`src/core/qst_pkg.sv`:
```
// constants, offsets and types shared by the questionable status block
package qst_pkg;

    // ------------------------------------------------------------------
    // widths
    // ------------------------------------------------------------------
    localparam int unsigned QST_AW    = 8;
    localparam int unsigned QST_DW    = 32;
    localparam int unsigned QST_RW    = 16;
    localparam int unsigned QST_NMASK = 9;

    // ------------------------------------------------------------------
    // register byte offsets
    // ------------------------------------------------------------------
    localparam logic [7:0] QST_CTRL_OFS      = 8'h00;
    localparam logic [7:0] QST_CHAR_OFS      = 8'h04;
    localparam logic [7:0] QST_PARSE_OFS     = 8'h08;
    localparam logic [7:0] QST_QEV_OFS       = 8'h0c;
    localparam logic [7:0] QST_QEN_OFS       = 8'h10;
    localparam logic [7:0] QST_QIEV_OFS      = 8'h14;
    localparam logic [7:0] QST_QIEN_OFS      = 8'h18;
    localparam logic [7:0] QST_QSEV_OFS      = 8'h1c;
    localparam logic [7:0] QST_QSEN_OFS      = 8'h20;
    localparam logic [7:0] QST_OEN_OFS       = 8'h24;
    localparam logic [7:0] QST_OIEN_OFS      = 8'h28;
    localparam logic [7:0] QST_OSEN_OFS      = 8'h2c;
    localparam logic [7:0] QST_MEN_OFS       = 8'h30;
    localparam logic [7:0] QST_MIEN_OFS      = 8'h34;
    localparam logic [7:0] QST_MSEN_OFS      = 8'h38;
    localparam logic [7:0] QST_STAT_OFS      = 8'h3c;
    localparam logic [7:0] QST_IRQ_ST_OFS    = 8'h40;
    localparam logic [7:0] QST_IRQ_MSK_OFS   = 8'h44;

    // ------------------------------------------------------------------
    // mask indices, bit positions, reset values
    // ------------------------------------------------------------------
    localparam logic [3:0] QST_M_OEN  = 4'h0;
    localparam logic [3:0] QST_M_OIEN = 4'h1;
    localparam logic [3:0] QST_M_OSEN = 4'h2;
    localparam logic [3:0] QST_M_MEN  = 4'h3;
    localparam logic [3:0] QST_M_MIEN = 4'h4;
    localparam logic [3:0] QST_M_MSEN = 4'h5;
    localparam logic [3:0] QST_M_QEN  = 4'h6;
    localparam logic [3:0] QST_M_QIEN = 4'h7;
    localparam logic [3:0] QST_M_QSEN = 4'h8;

    localparam int unsigned QST_CTRL_PRESET  = 0;
    localparam int unsigned QST_CTRL_COMMIT  = 1;
    localparam int unsigned QST_CTRL_PCLR    = 2;
    localparam int unsigned QST_CTRL_TGT_LO  = 4;
    localparam int unsigned QST_ROLLUP_BIT   = 13;
    localparam int unsigned QST_QISUM_BIT    = 1;
    localparam int unsigned QST_PARSE_ERR    = 16;
    localparam int unsigned QST_IRQ_QSB      = 0;
    localparam int unsigned QST_IRQ_PERR     = 1;
    localparam logic [15:0] QST_MASK_RST     = 16'h0000;

    // ------------------------------------------------------------------
    // value parser
    // ------------------------------------------------------------------
    localparam logic [7:0] QST_CH_HASH = 8'h23;
    localparam logic [7:0] QST_CH_ZERO = 8'h30;
    localparam logic [7:0] QST_CH_NINE = 8'h39;
    localparam logic [7:0] QST_CH_UA   = 8'h41;
    localparam logic [7:0] QST_CH_UF   = 8'h46;
    localparam logic [7:0] QST_CH_LA   = 8'h61;
    localparam logic [7:0] QST_CH_LF   = 8'h66;
    localparam logic [7:0] QST_CH_UB   = 8'h42;
    localparam logic [7:0] QST_CH_LB   = 8'h62;
    localparam logic [7:0] QST_CH_UH   = 8'h48;
    localparam logic [7:0] QST_CH_LH   = 8'h68;

    typedef enum logic [2:0] {
        QST_PS_START  = 3'b000,
        QST_PS_PREFIX = 3'b001,
        QST_PS_BIN    = 3'b010,
        QST_PS_HEX    = 3'b011,
        QST_PS_DEC    = 3'b100
    } qst_parse_e;

endpackage

```
`src/core/qst_status_top.sv`:
```
// questionable status hierarchy with wishbone register access
// How it works
// [RULE1] preset clears all nine enable masks
// [RULE2] event read returns bits then clears
// [RULE3] enabled event bit sets questionable summary bit
// [RULE4] event enable mask writable and readable
// [RULE5] instrument event read returns then clears
// [RULE6] instrument enable mask writable and readable
// [RULE7] mask text decoded as #b, #h, decimal
// [RULE8] enabled instrument event sets rollup bit
// [RULE9] enabled summary event sets instrument bit 1
//
// Register access over Wishbone and the address map are this design's own decisions.
`timescale 1ns/1ps
`default_nettype none
module qst_status_top (
    input  wire logic                        CORE_CLK_I,
    input  wire logic                        RST_N_I,
    input  wire logic                        WB_CYC_I,
    input  wire logic                        WB_STB_I,
    input  wire logic                        WB_WE_I,
    input  wire logic [qst_pkg::QST_AW-1:0]  WB_ADR_I,
    input  wire logic [3:0]                  WB_SEL_I,
    input  wire logic [qst_pkg::QST_DW-1:0]  WB_DAT_I,
    output logic      [qst_pkg::QST_DW-1:0]  WB_DAT_O,
    output logic                             WB_ACK_O,
    input  wire logic [qst_pkg::QST_RW-1:0]  QUES_COND_I,
    input  wire logic [qst_pkg::QST_RW-1:0]  QINST_COND_I,
    input  wire logic [qst_pkg::QST_RW-1:0]  QISUM_COND_I,
    output logic                             QUESTIONABLE_SUMMARY_BIT_O,
    output logic                             IRQ_O
);
    import qst_pkg::*;

    // ------------------------------------------------------------------
    // state
    // ------------------------------------------------------------------
    typedef struct packed {
        logic                        ack;
        logic [QST_DW-1:0]           dat;
        logic [QST_NMASK-1:0][15:0]  mask;
        logic [2:0][15:0]            s1;
        logic [2:0][15:0]            s2;
        logic [2:0][15:0]            s3;
        logic                        chr_vld;
        logic [7:0]                  chr;
        logic                        pclr;
        logic                        qsb;
        logic                        perr_d;
        logic [1:0]                  irq_st;
        logic [1:0]                  irq_msk;
        logic                        irq;
    } qst_top_s;

    qst_top_s st;
    qst_top_s next_st;

    logic        acc;
    logic        wr;
    logic        rd;
    logic [15:0] ques_ev;
    logic [15:0] qinst_ev;
    logic [15:0] qisum_ev;
    logic        ques_sum;
    logic        qinst_sum;
    logic        qisum_sum;
    logic [15:0] ques_set;
    logic [15:0] qinst_set;
    logic [15:0] qisum_set;
    logic        clr_ques;
    logic        clr_qinst;
    logic        clr_qisum;
    logic [15:0] pval;
    logic        perr;
    logic [3:0]  tgt;

    function automatic logic [15:0] lane16(input logic [15:0] old, input logic [31:0] d,
                                           input logic [3:0] sel);
        logic [15:0] r;
        r = old;
        if (sel[0])
            r[7:0] = d[7:0];
        if (sel[1])
            r[15:8] = d[15:8];
        return r;
    endfunction

    // ------------------------------------------------------------------
    // bus decode and event roll-up
    // ------------------------------------------------------------------
    assign acc       = WB_CYC_I && WB_STB_I && !st.ack;
    assign wr        = acc && WB_WE_I;
    assign rd        = acc && !WB_WE_I;
    assign clr_ques  = rd && WB_ADR_I == QST_QEV_OFS;   // RULE2
    assign clr_qinst = rd && WB_ADR_I == QST_QIEV_OFS;  // RULE5
    assign clr_qisum = rd && WB_ADR_I == QST_QSEV_OFS;
    assign tgt       = WB_DAT_I[QST_CTRL_TGT_LO +: 4];

    always_comb
    begin
        qisum_set = st.s2[2] & ~st.s3[2];
        qinst_set = st.s2[1] & ~st.s3[1];
        qinst_set[QST_QISUM_BIT] = qinst_set[QST_QISUM_BIT] | qisum_sum;     // RULE9
        ques_set  = st.s2[0] & ~st.s3[0];
        ques_set[QST_ROLLUP_BIT] = ques_set[QST_ROLLUP_BIT] | qinst_sum;     // RULE8
    end

    qst_event_reg #(.W(QST_RW)) u_qisum (
        .clk_i     (CORE_CLK_I),
        .rst_n_i   (RST_N_I),
        .set_i     (qisum_set),
        .clr_i     (clr_qisum),
        .mask_i    (st.mask[QST_M_QSEN]),
        .event_o   (qisum_ev),
        .summary_o (qisum_sum)
    );

    qst_event_reg #(.W(QST_RW)) u_qinst (
        .clk_i     (CORE_CLK_I),
        .rst_n_i   (RST_N_I),
        .set_i     (qinst_set),
        .clr_i     (clr_qinst),
        .mask_i    (st.mask[QST_M_QIEN]),
        .event_o   (qinst_ev),
        .summary_o (qinst_sum)
    );

    qst_event_reg #(.W(QST_RW)) u_ques (
        .clk_i     (CORE_CLK_I),
        .rst_n_i   (RST_N_I),
        .set_i     (ques_set),
        .clr_i     (clr_ques),
        .mask_i    (st.mask[QST_M_QEN]),
        .event_o   (ques_ev),
        .summary_o (ques_sum)
    );

    qst_value_parser u_parse (
        .clk_i     (CORE_CLK_I),
        .rst_n_i   (RST_N_I),
        .clr_i     (st.pclr),
        .chr_vld_i (st.chr_vld),
        .chr_i     (st.chr),
        .value_o   (pval),
        .err_o     (perr)
    );

    // ------------------------------------------------------------------
    // next state
    // ------------------------------------------------------------------
    always_comb
    begin
        next_st         = st;
        next_st.s1      = {QISUM_COND_I, QINST_COND_I, QUES_COND_I};
        next_st.s2      = st.s1;
        next_st.s3      = st.s2;
        next_st.ack     = acc;
        next_st.chr_vld = 1'b0;
        next_st.pclr    = 1'b0;
        next_st.qsb     = ques_sum;                                         // RULE3
        next_st.perr_d  = perr;
        if (rd)
        begin
            case (WB_ADR_I)
                QST_PARSE_OFS:   next_st.dat = {15'h0000, perr, pval};
                QST_QEV_OFS:     next_st.dat = {16'h0000, ques_ev};         // RULE2
                QST_QEN_OFS:     next_st.dat = {16'h0000, st.mask[QST_M_QEN]};  // RULE4
                QST_QIEV_OFS:    next_st.dat = {16'h0000, qinst_ev};        // RULE5
                QST_QIEN_OFS:    next_st.dat = {16'h0000, st.mask[QST_M_QIEN]}; // RULE6
                QST_QSEV_OFS:    next_st.dat = {16'h0000, qisum_ev};
                QST_QSEN_OFS:    next_st.dat = {16'h0000, st.mask[QST_M_QSEN]};
                QST_OEN_OFS:     next_st.dat = {16'h0000, st.mask[QST_M_OEN]};
                QST_OIEN_OFS:    next_st.dat = {16'h0000, st.mask[QST_M_OIEN]};
                QST_OSEN_OFS:    next_st.dat = {16'h0000, st.mask[QST_M_OSEN]};
                QST_MEN_OFS:     next_st.dat = {16'h0000, st.mask[QST_M_MEN]};
                QST_MIEN_OFS:    next_st.dat = {16'h0000, st.mask[QST_M_MIEN]};
                QST_MSEN_OFS:    next_st.dat = {16'h0000, st.mask[QST_M_MSEN]};
                QST_STAT_OFS:    next_st.dat = {31'h00000000, st.qsb};
                QST_IRQ_ST_OFS:  next_st.dat = {30'h00000000, st.irq_st};
                QST_IRQ_MSK_OFS: next_st.dat = {30'h00000000, st.irq_msk};
                default:         next_st.dat = 32'h00000000;
            endcase
        end
        if (wr)
        begin
            case (WB_ADR_I)
                QST_CTRL_OFS:
                    if (WB_SEL_I[0])
                    begin
                        next_st.pclr = WB_DAT_I[QST_CTRL_PCLR];
                        if (WB_DAT_I[QST_CTRL_PRESET])
                            next_st.mask = {QST_NMASK{QST_MASK_RST}};       // RULE1
                        else if (WB_DAT_I[QST_CTRL_COMMIT] && tgt < 4'(QST_NMASK))
                            next_st.mask[tgt] = pval;                       // RULE7
                    end
                QST_CHAR_OFS:
                    if (WB_SEL_I[0])
                    begin
                        next_st.chr_vld = 1'b1;                             // RULE7
                        next_st.chr     = WB_DAT_I[7:0];
                    end
                QST_QEN_OFS:  next_st.mask[QST_M_QEN]  = lane16(st.mask[QST_M_QEN], WB_DAT_I, WB_SEL_I);  // RULE4
                QST_QIEN_OFS: next_st.mask[QST_M_QIEN] = lane16(st.mask[QST_M_QIEN], WB_DAT_I, WB_SEL_I); // RULE6
                QST_QSEN_OFS: next_st.mask[QST_M_QSEN] = lane16(st.mask[QST_M_QSEN], WB_DAT_I, WB_SEL_I);
                QST_OEN_OFS:  next_st.mask[QST_M_OEN]  = lane16(st.mask[QST_M_OEN], WB_DAT_I, WB_SEL_I);
                QST_OIEN_OFS: next_st.mask[QST_M_OIEN] = lane16(st.mask[QST_M_OIEN], WB_DAT_I, WB_SEL_I);
                QST_OSEN_OFS: next_st.mask[QST_M_OSEN] = lane16(st.mask[QST_M_OSEN], WB_DAT_I, WB_SEL_I);
                QST_MEN_OFS:  next_st.mask[QST_M_MEN]  = lane16(st.mask[QST_M_MEN], WB_DAT_I, WB_SEL_I);
                QST_MIEN_OFS: next_st.mask[QST_M_MIEN] = lane16(st.mask[QST_M_MIEN], WB_DAT_I, WB_SEL_I);
                QST_MSEN_OFS: next_st.mask[QST_M_MSEN] = lane16(st.mask[QST_M_MSEN], WB_DAT_I, WB_SEL_I);
                QST_IRQ_ST_OFS:
                    if (WB_SEL_I[0])
                        next_st.irq_st = st.irq_st & ~WB_DAT_I[1:0];
                QST_IRQ_MSK_OFS:
                    if (WB_SEL_I[0])
                        next_st.irq_msk = WB_DAT_I[1:0];
                default: ;
            endcase
        end
        // set after clear so a new event survives a write-one-clear
        if (ques_sum && !st.qsb)
            next_st.irq_st[QST_IRQ_QSB] = 1'b1;
        if (perr && !st.perr_d)
            next_st.irq_st[QST_IRQ_PERR] = 1'b1;
        next_st.irq = |(next_st.irq_st & next_st.irq_msk);
    end

    always_ff @(posedge CORE_CLK_I or negedge RST_N_I)
    begin
        if (!RST_N_I)
            st <= '0;
        else
            st <= next_st;
    end

    assign WB_ACK_O                   = st.ack;
    assign WB_DAT_O                   = st.dat;
    assign QUESTIONABLE_SUMMARY_BIT_O = st.qsb;
    assign IRQ_O                      = st.irq;

    logic [15:0] qen;
    logic [15:0] qien;
    assign qen  = st.mask[QST_M_QEN];
    assign qien = st.mask[QST_M_QIEN];
endmodule
`default_nettype wire

```
`src/core/qst_event_reg.sv`:
```
// sticky event register with read-clear and enabled summary
`timescale 1ns/1ps
`default_nettype none
module qst_event_reg #(
    parameter int unsigned W = 16
) (
    input  wire logic         clk_i,
    input  wire logic         rst_n_i,
    input  wire logic [W-1:0] set_i,
    input  wire logic         clr_i,
    input  wire logic [W-1:0] mask_i,
    output logic      [W-1:0] event_o,
    output logic              summary_o
);
    typedef struct packed {
        logic [W-1:0] ev;
    } qst_evr_s;

    qst_evr_s st;
    qst_evr_s next_st;

    // set wins over a clear in the same cycle
    always_comb
    begin
        next_st    = st;
        next_st.ev = (st.ev & ~{W{clr_i}}) | set_i;
    end

    always_ff @(posedge clk_i or negedge rst_n_i)
    begin
        if (!rst_n_i)
            st <= '0;
        else
            st <= next_st;
    end

    assign event_o   = st.ev;
    assign summary_o = |(st.ev & mask_i);
endmodule
`default_nettype wire

```
`src/core/qst_value_parser.sv`:
```
// ascii mask value decoder: #b binary, #h hex, plain decimal
`timescale 1ns/1ps
`default_nettype none
module qst_value_parser
    import qst_pkg::*;
(
    input  wire logic        clk_i,
    input  wire logic        rst_n_i,
    input  wire logic        clr_i,
    input  wire logic        chr_vld_i,
    input  wire logic [7:0]  chr_i,
    output logic      [15:0] value_o,
    output logic             err_o
);
    typedef struct packed {
        qst_parse_e  ps;
        logic [15:0] value;
        logic        err;
    } qst_prs_s;

    qst_prs_s st;
    qst_prs_s next_st;
    logic     is_dec;
    logic     is_hex;
    logic [3:0] nib;
    logic [19:0] dec_acc;

    always_comb
    begin
        is_dec = (chr_i >= QST_CH_ZERO) && (chr_i <= QST_CH_NINE);
        is_hex = is_dec || ((chr_i >= QST_CH_UA) && (chr_i <= QST_CH_UF))
                        || ((chr_i >= QST_CH_LA) && (chr_i <= QST_CH_LF));
        nib    = is_dec ? chr_i[3:0] : 4'(chr_i[3:0] + 4'h9);
        dec_acc = {1'b0, st.value, 3'b000} + {3'b000, st.value, 1'b0} + {16'h0000, nib};
        next_st = st;
        if (clr_i)
        begin
            next_st = '0;
        end
        else if (chr_vld_i && !st.err)
        begin
            case (st.ps)
                QST_PS_START:
                    if (chr_i == QST_CH_HASH)
                        next_st.ps = QST_PS_PREFIX;
                    else if (is_dec)
                    begin
                        next_st.ps    = QST_PS_DEC;
                        next_st.value = {12'h000, nib};
                    end
                    else
                        next_st.err = 1'b1;
                QST_PS_PREFIX:
                    if (chr_i == QST_CH_UB || chr_i == QST_CH_LB)
                        next_st.ps = QST_PS_BIN;
                    else if (chr_i == QST_CH_UH || chr_i == QST_CH_LH)
                        next_st.ps = QST_PS_HEX;
                    else
                        next_st.err = 1'b1;
                QST_PS_BIN:
                    if (chr_i == QST_CH_ZERO || chr_i == 8'h31)
                        next_st.value = {st.value[14:0], chr_i[0]};
                    else
                        next_st.err = 1'b1;
                QST_PS_HEX:
                    if (is_hex)
                        next_st.value = {st.value[11:0], nib};
                    else
                        next_st.err = 1'b1;
                QST_PS_DEC:
                    if (is_dec)
                        next_st.value = dec_acc[15:0];
                    else
                        next_st.err = 1'b1;
                default:
                    next_st.err = 1'b1;
            endcase
        end
    end

    always_ff @(posedge clk_i or negedge rst_n_i)
    begin
        if (!rst_n_i)
            st <= '0;
        else
            st <= next_st;
    end

    assign value_o = st.value;
    assign err_o   = st.err;

    logic [11:0] low12;
    logic [14:0] low15;
    assign low12 = st.value[11:0];
    assign low15 = st.value[14:0];
endmodule
`default_nettype wire

```
`config.mk`:
```
export PLATFORM = sky130hd
export DESIGN_NAME = qst_status_top
export DESIGN_NICKNAME = d
export VERILOG_FILES = /design/src/core/qst_pkg.sv /design/src/core/qst_status_top.sv /design/src/core/qst_event_reg.sv /design/src/core/qst_value_parser.sv
export SDC_FILE = /design/constraint.sdc
export NUM_CORES = 1
export LEC_CHECK = 0
export ABC_CLOCK_PERIOD_IN_PS = 8900
export BUFFER_PORTS_ARGS = -buffer_cell sky130_fd_sc_hd__buf_2
export CELL_PAD_IN_SITES_DETAIL_PLACEMENT = 1
export CELL_PAD_IN_SITES_GLOBAL_PLACEMENT = 2
export CORE_UTILIZATION = 44
export CTS_CLUSTER_DIAMETER = 150
export DETAILED_ROUTE_END_ITERATION = 8
export PLACE_DENSITY = 0.94
export SYNTH_ARGS = -nofsm -noshare
export SYNTH_HDL_FRONTEND = slang
export SYNTH_HIERARCHICAL = 1
export SYNTH_SLANG_ARGS = --single-unit
```
`constraint.sdc`:
```
create_clock -name CORE_CLK_I -period 8.9 [get_ports CORE_CLK_I]
set_clock_uncertainty 0.2 [all_clocks]
set_input_delay 1.335 -clock CORE_CLK_I [delete_from_list [all_inputs] [get_ports CORE_CLK_I]]
set_output_delay 1.335 -clock CORE_CLK_I [all_outputs]
set_load 0.1 [all_outputs]
```
==> results of run 1 <==
-- worst max path at each step --
stage	slack [ns]	cells after the start	from	endpoint
3_3_place_gp	3.94	7	WB_ADR_I[2]	qen[5]
3_5_place_dp	3.90	7	WB_ADR_I[2]	qen[6]
6_report	4.33	7	WB_ADR_I[3]	qen[6]
5_1_grt	4.36	7	WB_ADR_I[2]	qen[0]
4_1_cts	4.53	9	WB_ADR_I[3]	st[181]
2_1_floorplan	5.39	16	st[8]	u_parse/value_o[14]
-- metrics by stage --
stage               instances  instance area [um^2]  setup WS (ns)  power (mW)  hold WS, ns
finish                   2320                 21500           4.33        4.00        0.138
global route             2320                 21500           4.36        4.11        0.149
CTS                      2320                 21500           4.53        4.03        0.147
detailed placement       2242                 19900           3.90        2.06        0.136
global placement         2242                 19900           3.94        2.05        0.132
floorplan                1698                 19300           5.39        1.96        0.131
-- cells by family after synthesis --
group	count (synthesis)	share of synthesized area [%]
AOI/OAI and AO/OA	519	20.8
xor gates and xnor gates	12	0.547
adders and majority gates	33	2.19
buffers and inverters	204	5.57
DFF	391	50.9
muxes	157	9.13
other	1	0.0195
and+or+nand+nor	367	10.8
-- final cells by class --
cell class                 count  area, um^2
clock buffer                  61        1260
clock inverter                17         309
multi-input combinational   1103        8470
fill                        4498       21600
tap                          585         732
sequential                   391        9780
timing repair buffer         138         813
inverter                      25        93.8
-- cell usage in the layout (no fill, tap or decap), types with 31 or more instances in the layout --
cell type / count
buf_2: 97
nor2_1: 48
a22o_1: 104
clkbuf_16: 44
dfrtp_1: 391
buf_4: 39
o21ai_0: 79
a21oi_1: 31
ha_1: 32
nand2_1: 106
a21o_1: 56
mux2_2: 103
nor2b_1: 57
a22oi_1: 98
-- sequential cells by signal (all words and copies together), names as in the netlist, 3 cells and up --
name,count
next_st,96
u_ques/event_o,16
u_qisum/event_o,16
u_parse/value_o,16
u_parse/st,3
qen,16
u_qinst/event_o,16
qien,16
WB_DAT_O,17
st,175
-- where the power goes --
group | leakage [nW] | internal [mW] | switching [mW]
Sequential | 4.87 | 1.81 | 0.0148
Clock | 0.757 | 1.18 | 0.783
Combinational | 3.48 | 0.0446 | 0.164
Total | 9.10 | 3.04 | 0.962
-- worst max-delay path, cell delays in order --
cell,delay [ns]
buf_2,0.10
buf_4,0.30
or4_1,1.10
nor2_2,1.00
nor2_1,0.23
nor2_4,0.33
mux2_2,0.39
-- routing by layer --
layer	up-vias	share of wire, %	track usage, %
met5	-	0.040	0
met1	7867	40	41.0
met3	221	11	7.94
li1	6258	-	-
met4	4	5.0	14.0
met2	906	45	46.5
==> flow_metrics.tcl, run 1 <==
set metrics [dict create \
    routedWlPerCell_um 29.0 \
    clock_sinks 391 \
    fmax_mhz 219 \
    crit_path_max_fanout 38 \
    ant_nets 0 \
    worstReg2RegEnd "u_parse/value_o[14]" \
    start_util_pct 44.6 \
    post-cts-setup-buffer-count 0 \
    antenna_cells 0 \
    area_growth_pct 11.8 \
    cts_hold_buf 0 \
    min_path_cells 0 \
    clock_path_buffers 3 \
    irDropWorstVdd_v 0.000178 \
    synth_top_area_share_pct 50.9 \
    grt_max_degree 161 \
    h-tree-depth 2 \
    die_w_um 211 \
    crit_arrival_ns 4.85 \
    hp-start "next_st[92]" \
    port_buffers 98 \
    core_area_um2 43100 \
    rsz0062_at_grt "false" \
    gp_congestion 0.972 \
    ioPinCount 132 \
    synth_top_cells_by_count "dfrtp_1 (391), nand2_1 (106), a22o_1 (104)" \
    core.rowCount 76 \
    setup_viol 0 \
    status "completed" \
    yosysWarningCount 6 \
    cts.clk_slew.worst_paths_ns 0.06 \
    start_kind "primary input" \
    overflow 0 \
    grt_use_total_pct 30.6 \
    synth_seq_area_share_pct 50.9 \
    r2r_start "st[8]" \
    synth-edff-count 0 \
    drt_pass1_iterations 6 \
    min_to "next_st[44]" \
    drt_wl_total_um 67400 \
    yosysUniqueCellTypes 90 \
    p_leak_nw 9.10 \
    synth_area_um2 19200 \
    slew_headroom_pct 6.97 \
    crit_required_ns 9.18 \
    synth_area_leaders "dfrtp_1 (51%), mux2_2 (6.0%), a22o_1 (4.7%), a22oi_1 (3.8%), a21o_1 (2.2%)" \
    period_share_pct 51.4 \
    numCtsBuffers 44 \
    cts-root-buf "clkbuf_16" \
    post-route-util_pct 49.8 \
    clock_latency_ns 0.60 \
    vias_per_cell 6.58 \
    r2r_cells 16 \
    grt_pass1_vias 15600 \
    worstHoldPathType "reg -> reg" \
    die_y_um 211 \
    synth.most_common_cell "dfrtp_1" \
    vias 15300 \
    min_period_ns 4.57 \
    drc_errors 0 \
    cap_violations 0 \
    drt_iter0_drc 1657 \
    power.density_nw_per_um2 186 \
    worstMarginPinSlew_ns 1.39 \
    ys_seq_elements 391 \
    grt_pass1_wl_um 101000 \
    dieArea_um2 44500 \
    report.final.hold_viol_count 0 \
    async_flop_share_pct 100 \
    cts_tree "done" \
    syn_area_per_cell_um2 11.4 \
    cts.repair.resized 0 \
    slew_violations 0 \
    ff2ff_setup_slack_ns 4.82 \
    synth_top_area_cell "dfrtp_1" \
    drive_gt1_share_pct 22.1 \
    dp_hpwl_um 45700 \
    antenna_found_initial 2 \
    fin_setup_tns_ns 0 \
    crit_type "in -> reg" \
    syn_inst 1684 \
    fin_nets 1833 \
    worstSetupEndpointType "register" \
    synth-main-ff-cell "dfrtp_1" \
]
No activity file was read; power rests on OpenSTA's default activity.
==> run 2, diff against run 1 <==
- ABC_CLOCK_PERIOD_IN_PS: 8900 -> 4570
- CORE_UTILIZATION: 44 -> 41
- PLACE_DENSITY: 0.94 -> 0.89
- clock period: 8.9 -> 4.57 ns (I/O delays scaled with it)
==> run 2 against run 1 <==
Effect of this change:
- combinational power rose by 120%
- flip-flop and latch count did not move
- sequential power rose by 95%
- wire length rose by 4.3%
- critical path type is now reg -> reg
- sequential share of layout area fell by 1.3 points
- register-to-register slack got worse by 4.3 ns
- the run now ends with negative hold slack, max-capacitance violations left
- setup slack got worse by 3.8 ns
- via count rose by 0.55%
- total power rose by 89%
==> flow_metrics.tcl, run 2 (synthesis gave the netlist of run 1 again) <==
set metrics [dict create \
    ioPinCount 132 \
    dieArea_um2 47700 \
    cap_violations 1 \
    drt_iter0_drc 1652 \
    grt-busiest-layer "met2" \
    core.rowCount 78 \
    fin_setup_tns_ns 0 \
    drive_gt1_share_pct 22.9 \
    drc_errors 0 \
    ff2ff_setup_slack_ns 0.52 \
    gp_congestion 0.948 \
    grt_pass1_vias 16100 \
    fmax_mhz 247 \
    period_share_pct 88.5 \
    r2r_start "st[8]" \
    h-tree-depth 2 \
    worstSetupEndpointType "register" \
    clock_latency_ns 0.60 \
    numCtsBuffers 42 \
    cp_common_cell "ha_1" \
    vias 15300 \
    r2r_cells 16 \
    cp.depth 16 \
    worstHoldPathType "in -> async" \
    worstMarginPinSlew_ns 1.46 \
    die_y_um 218 \
    min_period_ns 4.05 \
    crit_path_max_fanout 6 \
    overflow 0 \
    stdcell_area_um2 22100 \
    port_buffers 98 \
    met2_usage_pct 45.7 \
    vias_per_cell 6.36 \
    largest_register "st" \
    clock_path_buffers 3 \
    worstReg2RegEnd "u_parse/value_o[14]" \
    antenna_found_initial 0 \
    crit_required_ns 4.84 \
    grt_max_degree 103 \
    slew_violations 0 \
    grt_pass1_wl_um 105000 \
    grtUsageMet1_pct 39.3 \
    place_area_um2 20200 \
    p_leak_nw 9.41 \
    cts_tree "done" \
    post-cts-setup-buffer-count 0 \
    drt_pass1_iterations 6 \
    post-route-util_pct 48.3 \
    dp_hpwl_um 47800 \
    whs_ns -0.0418 \
    grt_use_total_pct 29.7 \
    fin_nets 1907 \
    violations "negative hold slack, max-capacitance violations" \
    critical_path.max_stage_delay_ns 0.46 \
    area_growth_pct 15.1 \
    ant_nets 0 \
    start_util_pct 42.0 \
    drt_wl_total_um 70200 \
    layout_commonest_cell "dfrtp_1" \
    path_cells "inv_1, ha_1, o21bai_1, a21oi_2, nand2b_1, o21a_1, inv_1, ha_1, ha_1, fa_1, a21oi_1, o2bb2ai_1, o21ai_0, a211o_1, a31oi_1, mux2_2" \
    crit_end "u_parse/value_o[14]" \
    clock_sinks 391 \
    mostFrequentLayoutCells "dfrtp_1 (391), nand2_1 (106), a22o_1 (104)" \
    rsz0062_at_grt "false" \
    largest_reg_flops 175 \
    setup_viol 0 \
    start_kind "register" \
    crit_arrival_ns 4.32 \
    cp.buffers_inverters 2 \
    use_met3_pct 6.58 \
    cts.repair.resized 0 \
    power.density_nw_per_um2 342 \
    cts.clk_slew.worst_paths_ns 0.06 \
    core_area_um2 45800 \
    routedWlPerCell_um 29.1 \
    finalPower_mw 7.57 \
    slew_headroom_pct 1.70 \
    crit_type "reg -> reg" \
    critPathLaunch "st[8]" \
    cts-root-buf "clkbuf_16" \
    irDropWorstVdd_v 0.000338 \
    critPathSlowestCell "fa_1" \
    report.final.hold_viol_count 23 \
    die_w_um 218 \
    crit_family "compound AO/OA/AOI/OAI gates" \
    status "finished with violations" \
]
-- run 2: per-layer routing --
layer  wire length [um]  share of wire, %
met1              28600                41
met2              32000                45
met3               6220               8.9
met4               3490               5.0
met5                  0                 0
-- run 2: through the flow --
| step | instances | worst slack (ns) |
|---|---|---|
| floorplan | 1698 | 1.06 |
| global placement | 2286 | 0.663 |
| detailed placement | 2286 | 0.568 |
| CTS | 2410 | 0.569 |
| global route | 2410 | 0.332 |
| finish | 2412 | 0.525 |
-- run 2: where the power goes --
| group | internal (mW) | switching, mW | leakage [nW] |
|---|---|---|---|
| clock | 2.01 | 1.54 | 0.698 |
| combinational | 0.125 | 0.331 | 3.84 |
| sequential | 3.53 | 0.0305 | 4.87 |
-- run 2: repair_timing --
action | CTS | global route
endpoints found under the hold margin | 47 | 0
setup endpoints to repair | 0 | 0
hold buffers | 47 | 0
-- run 2: worst min path at each step --
stage	end	slack, ns	cells after the start	startpoint
final	st[14]	-0.04	1	RST_N_I
after global routing	st[14]	0.03	1	RST_N_I
after CTS	st[167]	0.00005	1	RST_N_I
after detailed placement	next_st[61]	0.14	0	next_st[109]
after global placement	next_st[36]	0.13	0	next_st[84]
after floorplan	next_st[17]	0.13	0	next_st[65]
-- run 2: layout make-up --
type	count	area [um^2]
Inverter	25	93.8
Tap cell	600	751
Sequential cell	391	9780
Clock buffer	50	1120
Clock inverter	27	317
Timing Repair Buffer	214	1550
Fill cell	4830	23700
Antenna cell	2	5.00
Multi-Input combinational cell	1103	8480
==> run 3, diff against run 2 <==
- BUFFER_PORTS_ARGS: -buffer_cell sky130_fd_sc_hd__buf_2 -> not set
- CORE_UTILIZATION: 41 -> 43
- DONT_BUFFER_PORTS: not set -> 1
- PLACE_DENSITY: 0.89 -> 0.88
==> run 3 against run 2 <==
Effect of this change:
- critical path depth unchanged
- flip-flop and latch count unchanged
- first-iteration DRC count increased by 11%
- sequential power barely moved
- largest cell class unchanged
- global-route usage increased by 0.75 points
- the run ends with negative hold slack, max-slew violations left
- final area down 2.9%
- largest power group is now clock
==> flow_metrics.tcl, run 3 (synthesis gave the netlist of run 1 again) <==
set metrics [dict create \
    layout_commonest_cell "dfrtp_1" \
    min_period_ns 4.05 \
    cts-root-buf "clkbuf_16" \
    setup_viol 0 \
    start_kind "register" \
    cts_tree "done" \
    worstHoldPathType "in -> async" \
    largest_register "st" \
    cts_hold_buf 48 \
    grt_pass1_vias 15300 \
    seqCellArea_um2 9780 \
    place_area_um2 19400 \
    p_leak_nw 8.93 \
    clock_latency_ns 0.61 \
    power.density_nw_per_um2 354 \
    drt_pass1_iterations 6 \
    crit_path_max_fanout 6 \
    core_area_um2 44100 \
    status "finished with violations" \
    gp_congestion 0.967 \
    vias 14900 \
    rsz0062_at_grt "false" \
    fmax_mhz 247 \
    stdcell_area_um2 21500 \
    multi_input_area_um2 8460 \
    overflow 0 \
    clock_path_buffers 3 \
    mostFrequentLayoutCells "dfrtp_1 (391), nand2_1 (106), a22o_1 (104)" \
    fin_setup_tns_ns 0 \
    crit_required_ns 4.85 \
    ioPinCount 132 \
    fill_cells 4680 \
    port_buffers 0 \
    antenna_found_initial 2 \
    grt_max_degree 392 \
    cap_violations 0 \
    violations "negative hold slack, max-slew violations" \
    area_growth_pct 11.8 \
    core.rowCount 77 \
    dp_hpwl_um 45400 \
    drive_gt1_share_pct 17.6 \
    grt_pass1_wl_um 101000 \
    irDropWorstVdd_v 0.000293 \
    largest_reg_flops 175 \
    die_w_um 213 \
    ant_nets 0 \
    slew_headroom_pct -26.3 \
    die_y_um 213 \
    vias_per_cell 6.52 \
    report.final.hold_viol_count 306 \
    drt_iter0_drc 1832 \
    start_util_pct 43.5 \
    drc_errors 0 \
    drt_wl_total_um 68400 \
    period_share_pct 88.7 \
    fin_nets 1790 \
    whs_ns -0.410 \
    worstMarginPinSlew_ns 1.89 \
    h-tree-depth 2 \
    routedWlPerCell_um 29.9 \
    crit_type "reg -> reg" \
    clock_sinks 391 \
    dieArea_um2 45500 \
    grt_use_total_pct 30.5 \
    crit_arrival_ns 4.33 \
    cts.clk_slew.worst_paths_ns 0.06 \
    numCtsBuffers 44 \
    slew_violations 177 \
    worstSetupEndpointType "register" \
]
run 3: routing by layer:
metal / global-route usage [%] / routed length [um]
met4: 13.6 / 3100
met3: 6.90 / 6780
met1: 41.8 / 28000
met2: 46.1 / 30500
met5: 0 / 0
run 3: path summary, 6_finish.rpt:
path	startpoint	end	slack [ns]	cells after the start
max	st[9]	u_parse/value_o[14]	0.52	16
min	RST_N_I	u_parse/st[17]	-0.41	0
max reg2reg	st[9]	u_parse/value_o[14]	0.52	16
min reg2reg	next_st[71]	next_st[23]	0.14	0
max in group asynchronous	RST_N_I	st[226]	3.07	0
min in group CORE_CLK_I	WB_STB_I	WB_ACK_O	0.04	2
run 3: metrics by stage:
stage	hold WS, ns	worst slack (ns)	util, %	power, mW	cells
2_1_floorplan	0.131	1.06	-	3.82	1698
3_3_place_gp	0.131	0.660	44.0	3.82	2158
3_5_place_dp	0.136	0.584	44.0	3.83	2158
4_1_cts	-0.402	0.563	48.6	7.64	2285
5_1_grt	-0.426	0.169	48.7	7.80	2286
6_report	-0.410	0.516	48.7	7.61	2286
run 3: repair_timing:
action	4_1_cts	5_1_grt
buffers inserted	0	0
gates resized for setup	0	0
endpoints found under the hold margin	439	391
run 3: power by group:
group / total (mW) / internal, mW / switching, mW / leakage [nW]
combinational: 0.243 / 0.0867 / 0.157 / 3.30
sequential: 3.56 / 3.53 / 0.0347 / 4.87
clock: 3.80 / 2.25 / 1.55 / 0.769
run 3: final cells by class:
| cell class | instances | share of cell area, % |
|---|---|---|
| Tap cell | 592 | 3.45 |
| Clock buffer | 54 | 5.63 |
| Multi-Input combinational cell | 1103 | 39.4 |
| Antenna cell | 1 | 0.0117 |
| Timing Repair Buffer | 95 | 3.88 |
| Inverter | 25 | 0.437 |
| Clock inverter | 25 | 1.61 |
| Sequential cell | 391 | 45.6 |
run 3: critical path, stage by stage, from the launching register on:
cell       delay (ns)
dfrtp_1          0.43
inv_1            0.13
ha_1             0.20
o21bai_1         0.12
a21oi_2          0.31
nand2b_1         0.15
o21a_1           0.14
inv_1            0.05
ha_1             0.27
ha_1             0.22
fa_1             0.46
a21oi_1          0.23
o2bb2ai_1        0.15
o21ai_0          0.32
a211o_1          0.19
a31oi_1          0.07
mux2_2           0.31
